## config.mk

```make
export PLATFORM = sky130hd
export DESIGN_NAME = bmc_control
export DESIGN_NICKNAME = d
export VERILOG_FILES = /design/src/rtl/bmc_pkg.sv /design/src/rtl/bmc_sample_tick.sv /design/src/rtl/bmc_control.sv
export SDC_FILE = /design/constraint.sdc
export NUM_CORES = 1
export LEC_CHECK = 0
export BUFFER_PORTS_ARGS = -buffer_cell sky130_fd_sc_hd__buf_2
export CORE_ASPECT_RATIO = 0.6
export CORE_UTILIZATION = 30
export DETAILED_ROUTE_END_ITERATION = 6
export GPL_ROUTABILITY_DRIVEN = 0
export PLACE_DENSITY = 0.59
export REMOVE_ABC_BUFFERS = 1
export SYNTH_ARGS = -nofsm -noshare
export SYNTH_HDL_FRONTEND = slang
export SYNTH_HIERARCHICAL = 1
export SYNTH_SLANG_ARGS = --single-unit
export TNS_END_PERCENT = 10
```

## constraint.sdc

```tcl
create_clock -name SYS_CLK -period 6.7 [get_ports SYS_CLK]
set_input_delay 1.005 -clock SYS_CLK [delete_from_list [all_inputs] [get_ports SYS_CLK]]
set_output_delay 1.005 -clock SYS_CLK [all_outputs]
set_load 0.05 [all_outputs]
```

## src/rtl/bmc_pkg.sv

```systemverilog
package bmc_pkg;

  // ==========================================================
  // timing
  localparam int CLK_PERIOD_NS  = 100;   // system clock period
  localparam int FAST_PERIOD_US = 1000;  // 1 kHz sampling period
  localparam int SLOW_PERIOD_US = 8000;  // 125 Hz sampling period
  localparam int FAST_CYCLES    = FAST_PERIOD_US * 1000 / CLK_PERIOD_NS;
  localparam int SLOW_CYCLES    = SLOW_PERIOD_US * 1000 / CLK_PERIOD_NS;

  // ==========================================================
  // register indexes, byte address is four times the index
  localparam int            ADDR_W        = 6;
  localparam logic [3:0]    IDX_MODE_CTRL = 4'h0;  // detector_mode_control
  localparam logic [3:0]    IDX_THRESHOLD = 4'h1;  // detector_threshold_level
  localparam logic [3:0]    IDX_OFFSET    = 4'h8;  // warning_offset_control
  localparam logic [3:0]    IDX_INT_CTRL  = 4'h9;  // warning_interrupt_control
  localparam logic [3:0]    IDX_INT_FLAGS = 4'ha;  // warning_interrupt_flags
  localparam logic [3:0]    IDX_STATUS    = 4'hb;  // warning_status
  localparam logic [3:0]    IDX_UNLOCK    = 4'hc;  // protected_write_unlock key

  // ==========================================================
  // field positions
  localparam int SLEEP_LSB = 0;  // sleep-mode field, bits 1:0
  localparam int RUN_LSB   = 2;  // run-mode field, bits 3:2
  localparam int RATE_BIT  = 4;  // sample_rate_select
  localparam int LEVEL_LSB = 0;  // threshold_level_field, bits 2:0
  localparam int OFS_LSB   = 0;  // warning_offset_field, bits 1:0
  localparam int IE_BIT    = 0;  // warning_interrupt_enable
  localparam int TRIG_LSB  = 1;  // warning_trigger_select, bits 2:1
  localparam int FLAG_BIT  = 0;  // warning_flag
  localparam int STAT_BIT  = 0;  // warning_status_bit

  // ==========================================================
  // reset values and unlock window
  localparam logic [1:0] OFFSET_RST    = 2'h0;
  localparam logic [1:0] TRIG_RST      = 2'h0;
  localparam logic [2:0] UNLOCK_WINDOW = 3'h4;  // accesses after key

  // ==========================================================
  // encodings
  typedef enum logic [1:0] {
    MODE_OFF       = 2'h0,  // mode_off
    MODE_CONT      = 2'h1,
    MODE_SAMPLED   = 2'h2,
    MODE_HOLD_WAKE = 2'h3   // continuous_hold_at_wake
  } bmc_mode_t;

  typedef enum logic [1:0] {
    TRIG_BELOW  = 2'h0,
    TRIG_ABOVE  = 2'h1,
    TRIG_EITHER = 2'h2      // trigger_either
  } bmc_trig_t;

  localparam logic [1:0] OFS_5PCT  = 2'h0;
  localparam logic [1:0] OFS_15PCT = 2'h1;
  localparam logic [1:0] OFS_25PCT = 2'h2;
  localparam logic [2:0] THR_1V8   = 3'h0;  // threshold_code_zero
  localparam logic [2:0] THR_2V6   = 3'h2;
  localparam logic [2:0] THR_4V2   = 3'h7;

  typedef enum logic [2:0] {
    PS_ACTIVE = 3'h1,
    PS_SLEEP  = 3'h2,
    PS_WAKE   = 3'h4
  } bmc_pwr_t;

  // fuse contents caught at reset
  typedef struct packed {
    logic       rate;
    logic [1:0] run_mode;
    logic [1:0] sleep_mode;
    logic [2:0] level;
  } bmc_fuse_t;

  // whole state of the control block
  typedef struct packed {
    logic       rate;
    logic [1:0] run_mode;
    logic [1:0] sleep_mode;
    logic [2:0] level;
    logic [1:0] offset;
    logic [1:0] trig;
    logic       ie;
    logic       flag;
    logic       status;
    logic [2:0] unlock_cnt;
    logic       wait_n;
    logic [7:0] rdata;
    logic       irq;
    bmc_pwr_t   pwr;
    logic [1:0] eff_mode;
    logic       hold;
  } bmc_state_t;

endpackage : bmc_pkg

```

## src/rtl/bmc_sample_tick.sv

```systemverilog
module bmc_sample_tick
  import bmc_pkg::*;
#(
  parameter int FAST = FAST_CYCLES,
  parameter int SLOW = SLOW_CYCLES
) (
  input  wire logic clk,     // system clock
  input  wire logic rst,     // synchronous reset
  input  wire logic enable,  // sampled mode active
  input  wire logic slow,    // 1 selects the slow rate
  output logic      tick     // one-cycle sample strobe
);

  // ==========================================================
  // period counter
  logic [16:0] cnt_r;
  logic [16:0] limit;

  // last count of the selected period
  assign limit = slow ? 17'(SLOW - 1) : 17'(FAST - 1);

  // counter restarts whenever sampling stops
  always_ff @(posedge clk) begin
    if (rst || !enable) begin
      cnt_r <= 17'h0;
      tick  <= 1'b0;
    end else if (cnt_r >= limit) begin
      cnt_r <= 17'h0;
      tick  <= 1'b1;
    end else begin
      cnt_r <= cnt_r + 17'h1;
      tick  <= 1'b0;
    end
  end

endmodule : bmc_sample_tick

```

## src/rtl/bmc_control.sv

```systemverilog
// ==========================================================
// Function
// - rate bit picks 1 kHz or 125 Hz
// - rate bit fuse-loaded, writable without unlock
// - run mode codes off, cont, sampled, hold
// - run mode bits 3:2 read-only, fuse-loaded
// - sleep mode bits 1:0 writable, fuse-loaded
// - threshold code read-only, fuse-loaded
// - offset codes give 5, 15, 25 percent
// - trigger codes below, above, either direction
// - enable bit 0 enables warning interrupt
// - flag sets on matching threshold event
// - flag sets only while detector enabled, clear works in every mode
// - status one when supply below threshold
// - status meaningful only while detector enabled
// - sleep uses sleep mode, wake uses run
// - monitor follows detector mode, continuous or sampled
// - interrupt while flag and enable set
// - sleep mode write needs recent unlock key
//
// The Avalon-MM register port was left to the implementer.
module bmc_control
  import bmc_pkg::*;
#(
  parameter int         FAST       = FAST_CYCLES,  // cycles per 1 kHz sample
  parameter int         SLOW       = SLOW_CYCLES,  // cycles per 125 Hz sample
  parameter logic [7:0] UNLOCK_KEY = 8'h5a         // arbitrary key value
) (
  input  wire logic              SYS_CLK,          // system clock
  input  wire logic              RESET,            // synchronous reset
  input  wire logic [ADDR_W-1:0] ADDRESS,          // byte address
  input  wire logic              READ,             // read request
  input  wire logic              WRITE,            // write request
  input  wire logic [31:0]       WRITEDATA,        // write data
  input  wire logic [3:0]        BYTEENABLE,       // byte lanes
  output logic      [31:0]       READDATA,         // read data
  output logic                   WAITREQUEST,      // slave stall
  input  wire bmc_fuse_t         FUSE_CFG,         // fuse contents
  input  wire logic              STANDBY_REQ,      // standby or power-down
  input  wire logic              DETECTOR_READY,   // analog detector running
  input  wire logic              BELOW_WARN,       // supply below warning level
  output logic                   IRQ,              // warning interrupt
  output logic      [1:0]        DET_MODE,         // detector mode now
  output logic                   SAMPLE_RATE,      // sampled-mode rate
  output logic      [2:0]        THRESHOLD_LEVEL,  // threshold code
  output logic      [1:0]        WARNING_OFFSET,   // warning offset code
  output logic                   EXEC_HOLD         // hold execution at wake
);

  // ==========================================================
  // state and sampling strobe
  bmc_state_t st_r;
  bmc_state_t st_nxt;
  logic       tick;

  // sampled-mode strobe at the chosen rate
  bmc_sample_tick #(
    .FAST (FAST),
    .SLOW (SLOW)
  ) u_tick (
    .clk    (SYS_CLK),
    .rst    (RESET),
    .enable (st_r.eff_mode == MODE_SAMPLED),
    .slow   (st_r.rate),
    .tick   (tick)
  );

  // ==========================================================
  // bus decode
  logic       req;
  logic       done;
  logic       wr_en;
  logic       mapped;
  logic [3:0] idx;
  logic [7:0] wbyte;

  // a request completes on the edge where waitrequest is low
  assign req    = READ | WRITE;
  assign done   = req & ~st_r.wait_n;
  assign idx    = ADDRESS[ADDR_W-1:2];
  assign mapped = (ADDRESS[1:0] == 2'h0);
  assign wr_en  = WRITE & done & BYTEENABLE[0] & mapped;
  assign wbyte  = WRITEDATA[7:0];

  // ==========================================================
  // monitor events
  logic upd;
  logic went_below;
  logic went_above;
  logic set_evt;
  logic clr_flag;
  logic det_on;

  // detector enabled in every mode but off
  assign det_on = (st_r.eff_mode != MODE_OFF);

  // comparator level is taken every cycle, or per strobe when sampled
  assign upd = (st_r.eff_mode == MODE_CONT) |
               (st_r.eff_mode == MODE_HOLD_WAKE) |
               ((st_r.eff_mode == MODE_SAMPLED) & tick);

  // crossings seen against the last stored level
  assign went_below = upd & BELOW_WARN & ~st_r.status;
  assign went_above = upd & ~BELOW_WARN & st_r.status;

  // trigger selection, reserved code gives no event
  always_comb begin
    unique case (st_r.trig)
      TRIG_BELOW:  set_evt = went_below;
      TRIG_ABOVE:  set_evt = went_above;
      TRIG_EITHER: set_evt = went_below | went_above;
      default:     set_evt = 1'b0;
    endcase
  end

  // software clear of the flag
  assign clr_flag = wr_en & (idx == IDX_INT_FLAGS) & wbyte[FLAG_BIT];

  // ==========================================================
  // next state
  always_comb begin
    st_nxt = st_r;

    // ---- unlock window counts completed accesses
    if (wr_en && idx == IDX_UNLOCK && wbyte == UNLOCK_KEY) begin
      st_nxt.unlock_cnt = UNLOCK_WINDOW;
    end else if (done && st_r.unlock_cnt != 3'h0) begin
      st_nxt.unlock_cnt = st_r.unlock_cnt - 3'h1;
    end

    // ---- register writes
    if (wr_en) begin
      unique case (idx)
        IDX_MODE_CTRL: begin
          st_nxt.rate = wbyte[RATE_BIT];
          if (st_r.unlock_cnt != 3'h0) begin
            st_nxt.sleep_mode = wbyte[SLEEP_LSB +: 2];
          end
        end
        IDX_OFFSET: begin
          st_nxt.offset = wbyte[OFS_LSB +: 2];
        end
        IDX_INT_CTRL: begin
          st_nxt.ie   = wbyte[IE_BIT];
          st_nxt.trig = wbyte[TRIG_LSB +: 2];
        end
        default: begin
        end
      endcase
    end

    // ---- warning status follows comparator only while running
    if (upd) begin
      st_nxt.status = BELOW_WARN;
    end

    // ---- flag: clear by one, set wins, set blocked while detector off
    if (clr_flag) begin
      st_nxt.flag = 1'b0;
    end
    if (det_on && set_evt) begin
      st_nxt.flag = 1'b1;
    end

    // ---- power state
    unique case (st_r.pwr)
      PS_ACTIVE: begin
        if (STANDBY_REQ) begin
          st_nxt.pwr = PS_SLEEP;
        end
      end
      PS_SLEEP: begin
        if (!STANDBY_REQ) begin
          st_nxt.pwr = (st_r.run_mode == MODE_HOLD_WAKE) ? PS_WAKE : PS_ACTIVE;
        end
      end
      PS_WAKE: begin
        if (DETECTOR_READY) begin
          st_nxt.pwr = PS_ACTIVE;
        end
      end
      default: begin
        st_nxt.pwr = PS_ACTIVE;
      end
    endcase

    // ---- fuse load on reset
    if (RESET) begin
      st_nxt            = '0;
      st_nxt.rate       = FUSE_CFG.rate;
      st_nxt.run_mode   = FUSE_CFG.run_mode;
      st_nxt.sleep_mode = FUSE_CFG.sleep_mode;
      st_nxt.level      = FUSE_CFG.level;
      st_nxt.offset     = OFFSET_RST;
      st_nxt.trig       = TRIG_RST;
      st_nxt.wait_n     = 1'b1;
      st_nxt.pwr        = PS_ACTIVE;
    end

    // ---- mode in force: sleep field asleep, run field awake
    if (st_nxt.pwr == PS_SLEEP) begin
      st_nxt.eff_mode = (st_nxt.sleep_mode == MODE_HOLD_WAKE) ? MODE_OFF
                                                             : st_nxt.sleep_mode;
    end else begin
      st_nxt.eff_mode = st_nxt.run_mode;
    end
    st_nxt.hold = (st_nxt.pwr == PS_WAKE);

    // ---- interrupt aligned with the registered flag
    st_nxt.irq = st_nxt.flag & st_nxt.ie;

    // ---- bus answer one cycle after a request is seen
    if (!RESET) begin
      st_nxt.wait_n = ~(req & st_r.wait_n);
      if (req && st_r.wait_n) begin
        st_nxt.rdata = 8'h00;
        if (READ && mapped) begin
          unique case (idx)
            IDX_MODE_CTRL: begin
              st_nxt.rdata[RATE_BIT]      = st_r.rate;
              st_nxt.rdata[RUN_LSB +: 2]  = st_r.run_mode;
              st_nxt.rdata[SLEEP_LSB +: 2] = st_r.sleep_mode;
            end
            IDX_THRESHOLD: st_nxt.rdata[LEVEL_LSB +: 3] = st_r.level;
            IDX_OFFSET:    st_nxt.rdata[OFS_LSB +: 2]   = st_r.offset;
            IDX_INT_CTRL: begin
              st_nxt.rdata[IE_BIT]        = st_r.ie;
              st_nxt.rdata[TRIG_LSB +: 2] = st_r.trig;
            end
            IDX_INT_FLAGS: st_nxt.rdata[FLAG_BIT] = st_r.flag;
            IDX_STATUS:    st_nxt.rdata[STAT_BIT] = st_r.status;
            default:       st_nxt.rdata = 8'h00;
          endcase
        end
      end
    end
  end

  // ==========================================================
  // state register
  always_ff @(posedge SYS_CLK) begin
    st_r <= st_nxt;
  end

  // ==========================================================
  // outputs straight from state
  assign READDATA        = {24'h0, st_r.rdata};
  assign WAITREQUEST     = st_r.wait_n;
  assign IRQ             = st_r.irq;
  assign DET_MODE        = st_r.eff_mode;
  assign SAMPLE_RATE     = st_r.rate;
  assign THRESHOLD_LEVEL = st_r.level;
  assign WARNING_OFFSET  = st_r.offset;
  assign EXEC_HOLD       = st_r.hold;
endmodule : bmc_control

```

# --- Word-level counts from Yosys, hierarchy flattened ---
# Index checks and enable logic that the tools add are counted.
totals:
  ff_bits: 52
  output_inout_bits: 43
  elab_cells: 114
op_classes:
  n_addsub: 2
  order_cmp: 1
  n_eq_ne: 19
  n_mux: 31
  bitwise: 21
  reduce_logical: 21
ops:
  columns: ["op", "count"]
  rows:
  - ["34-bit two-way mux", 1]
  - ["3-bit two-way mux", 7]
  - ["4-bit == test (second input constant)", 5]
  - ["17-bit by 1-bit adder with 17-bit output (second input constant)", 1]
  - ["17-bit >= comparator", 1]
  - ["17-bit two-way mux", 1]
  - ["2-bit two-way mux", 7]
  - ["1-bit AND", 13]
  - ["2-bit == test (second input constant)", 5]
  - ["5-bit two-way mux", 2]
  - ["9-bit two-way mux", 1]
  - ["3-bit one-hot mux with 3 select lines", 1]
  - ["8-bit by 7-bit == test with 1-bit output (second input constant)", 1]
  - ["8-bit two-way mux", 1]
  - ["2-bit nonzero test", 4]
  - ["3-bit by 2-bit == test with 1-bit output (second input constant)", 2]
  - ["3-bit == test (second input constant)", 2]
  - ["1-bit logical AND", 6]
  - ["1-bit two-way mux", 6]
  - ["1-bit one-hot mux with 3 select lines", 2]
  - ["1-bit one-hot mux with 6 select lines", 1]
  - ["2-bit AND reduction", 3]
  - ["2-bit by 1-bit == test with 1-bit output (second input constant)", 2]
  - ["4-bit by 1-bit == test with 1-bit output (second input constant)", 1]
  - ["11 further kinds", 19]

# --- Logic depth before layout (Yosys ltp) ---
depth:
  word_depth: 13
  ltp_mapped: 7

# --- Cells and area by module ---
# The synthesis kept the hierarchy.
by_module_without_submodules:
  columns: ["mod", "instances", "cells_each", "area_per_inst_um2", "seq_area_each_um2"]
  rows:
  - ["bmc_control", 1, 203, 1906.8, 720.7]
  - ["bmc_sample_tick", 1, 119, 1098.6, 360.3]

# --- Worst setup path after synthesis ---
# Ideal clock, no wire load.
synth_timing:
  path_kind: "register to register"
  start: "register st_r (netlist bit SAMPLE_RATE)"
  end: "register u_tick.cnt_r[0]"
  arrival_ps: 2462
  t_required_ps: 6575
  slack_ps: 4113
  stages_incl_launch_ff: 8
  path_buffers: 1
  cell_sequence: "edfxtp_1 -> inv_1 -> ha_1 -> nand4_1 -> or4b_4 -> o2111ai_4 -> buf_8 -> a211oi_1"
synth_between:
  elab_chain_cells: 3
synth_rtl:
  columns: ["element", "line", "source"]
  rows:
  - ["start, declared", "bmc_control.sv:52", "bmc_state_t st_r;"]
  - ["start signal, assigned", "bmc_control.sv:242", "st_r <= st_nxt;"]
  - ["17-bit two-way mux", "bmc_sample_tick.sv:20", "assign limit = slow ? 17'(SLOW - 1) : 17'(FAST - 1);"]
  - ["17-bit >= comparator", "bmc_sample_tick.sv:27", "end else if (cnt_r >= limit) begin"]
  - ["2-bit OR reduction (no line)", null, null]
  - ["end signal, assigned", "bmc_sample_tick.sv:31", "cnt_r <= cnt_r + 17'h1;"]
  - ["end, declared", "bmc_sample_tick.sv:16", "logic [16:0] cnt_r;"]
# Every way passes these cells.
# A chain may end at the register's enable or synchronous reset.

# --- Worst setup path after layout ---
layout_timing:
  start: "register st_r (netlist bit SAMPLE_RATE)"
  end: "register u_tick.cnt_r[10]"
# Same word-level chain as after synthesis.

==> reports/results.tsv <==
metric	value	unit
status	finished, final reports clean	
Crit path largest cell delay	0.60	ns
Num CTS Buffers	5	
clock transition at the registers of the reported paths	0.06	ns
Rows	27	
met2 routed WL	2610	um
worst slew pin tran	0.822	ns
dpl cells	473	
CTS Root Cell	clkbuf_16	
met3 routed WL	418	um
first-pass GRT wire length	11400	um
Via density	4.93	
initial antenna violation count	0	
Hold WC Path Type	flip-flop to flip-flop	
P&R area growth vs syn	8.99	%
worst vdd ir	0.0932	mV
vias	2371	
CP cell instances	inv_1, ha_1, nand4_1, or4b_4, o2111ai_4, a211oi_1	
fin area	3280	um^2
final cell count without fillers	481	
CP Capture Type	flip-flop	
initial core utilization	31.8	%
Nets	419	
commonest non-fill, non-tap cells in the layout	dfxtp_1, buf_2, conb_1	
Async SR Flop Fraction	0	%
CTS Sinks	52	
fin crit period	2.55	ns
H-tree levels	2	
Clk Latency, worst-skew pair	0.30	ns
CP arrival	2.69	ns
# resized after CTS	0	
core footprint	9460	um^2
GRT Util Overall	14.2	%
Ys Warns	6	
post-synthesis sequential area ratio	36.0	%
startpoint types	flip-flop	
DRC	0	
WL met1	3930	um
RSZ-0062 raised after global routing	no	
total power	697	uW
PwrDens	213	nW/um^2
TNS Setup	0	ns
aggregate global routing overflow	0	
largest net degree at the start of global routing	32	
fmax	393	MHz
main flop type after synthesis	dfxtp_1	
Die H	79.5	um
DRT Pass-1 Iters	4	
wire per inst	14.7	um
Starting DRT DRC Count	158	
Clock Skew	0.00482	ns
TritonCTS clock tree	built	
Clock Tree Buf Depth	2	
CP Class	flip-flop to flip-flop	
# Post-CTS Setup Buffers	0	
Fillers	1020	
Die Span X	131	um
Top Layer Used	met4	
Leakage Power	0.00125	uW
Avg Inst Size Synth	9.33	um^2
ant diodes	0	
HPWL after DPL	5440	um
final hold viol count	0	
number of buffers added on ports	48	
Worst EP required	6.84	ns
Hold Buf Count CTS	0	
Post-DRT Antenna Nets	0	
Min Hold Slack	0.458	ns
Cell Area, Synth	3010	um^2
Crit-path slowest cell	or4b_4	
Crit. Startpoint	SAMPLE_RATE	
Post-synth EDFFs	4	
Yosys cell types	61	
fin crit share	38.0	%
io pins	100	
Synth Instances	322	
layout cells sized above 1	20.5	%
final WL	7060	um
Final Max Tran Viols	0	
slew margin rel.	45.2	%
Finish-stage setup viols	0	
vias in the first global route	2155	
placed instance area	3140	um^2
max-cap viol count	0	
FF-to-FF Start	SAMPLE_RATE	
crit-path max FO	17	
Hold Startpoint	READDATA[6]	
flops & latches, synth	52	
die area	10400	um^2
==> worst paths after layout <==
path / to / slack, ns / cells after the start
setup / recovery: u_tick/cnt_r[10] / 4.15 / 6
hold / removal: READDATA[6] / 0.46 / 1
setup reg to reg: u_tick/cnt_r[10] / 4.15 / 6
hold reg to reg: READDATA[6] / 0.46 / 1
==> per-stage QoR <==
stage | worst slack (ns) | utilization [%]
3_5_place_dp | 3.99 | 33.2
2_1_floorplan | 4.13 | -
4_1_cts | 4.14 | 34.6
6_report | 4.15 | 34.6
3_3_place_gp | 4.01 | 33.2
5_1_grt | 4.00 | 34.6
==> flip-flops by register name, indices dropped and copies added, names as in the netlist <==
register / cells
st_r: 15
READDATA: 8
u_tick/cnt_r: 17
DET_MODE: 2
u_tick/tick: 1
IRQ: 1
WAITREQUEST: 1
THRESHOLD_LEVEL: 3
EXEC_HOLD: 1
WARNING_OFFSET: 2
SAMPLE_RATE: 1
==> kinds of logic after synthesis <==
group	after synthesis	synth area share, %
and+or+nand+nor	98	18.5
buffers and inverters	68	14.1
AOI/OAI and AO/OA	58	15.9
DFF	52	36.0
xor gates and xnor gates	18	5.25
muxes	15	5.16
adders and majority gates	12	5.00
other	1	0.125
==> layer usage <==
layer	vias up	global-route usage, %
met2	65	18.6
li1	1172	-
met3	10	3.81
met1	1124	21.4
met4	0	4.82
met5	-	0
==> synthesized netlist by cell type, types with 2 or more instances <==
master / n / area [um^2]
dfxtp_1: 48 / 961
buf_4: 39 / 293
nor2_1: 23 / 86.3
inv_1: 18 / 67.6
a211oi_1: 17 / 128
xnor2_1: 14 / 123
ha_1: 12 / 150
nand2_1: 12 / 45.0
mux2i_1: 11 / 110
nor3_1: 10 / 50.1
a21oi_1: 9 / 45.0
nand3_1: 9 / 45.0
nor4_1: 9 / 56.3
nand4_1: 7 / 43.8
clkbuf_1: 6 / 22.5
edfxtp_1: 4 / 120
mux2_2: 4 / 45.0
o21a_1: 4 / 30.0
o41ai_1: 4 / 35.0
xor2_1: 4 / 35.0
and2_1: 3 / 18.8
nand2b_1: 3 / 18.8
nor2b_1: 3 / 18.8
a221oi_2: 2 / 30.0
a32o_1: 2 / 20.0
buf_2: 2 / 10.0
nor4b_1: 2 / 17.5
o21ai_0: 2 / 10.0
o22ai_1: 2 / 12.5
o41a_1: 2 / 22.5
or2_2: 2 / 12.5
or3_1: 2 / 12.5
or4_1: 2 / 15.0
or4b_4: 2 / 27.5
==> power breakdown <==
group          total (uW)  internal (uW)  switching (uW)
Sequential            336            323            12.2
Clock                 252            138             114
Combinational         110           28.7            81.0
==> worst max-delay path, delay by kind of cell, from the launching register on <==
family	cells	cell delay, ns
buf+inv	1	0.19
simple gates	2	0.75
fa+ha+maj	1	0.36
compound gates	2	0.61
flops	1	0.47
==> cell type report <==
type                    instances  area [um^2]  area share, %
clock inverters                 1         5.00          0.153
multi-input cells             225         1590           48.4
clock buffers                   7          133           4.05
well taps                     130          163           4.97
flip-flops and latches         52         1080           33.0
inverters                      18         67.6           2.06
repair buffers                 48          240           7.33
(Power assumes the default switching activity.)
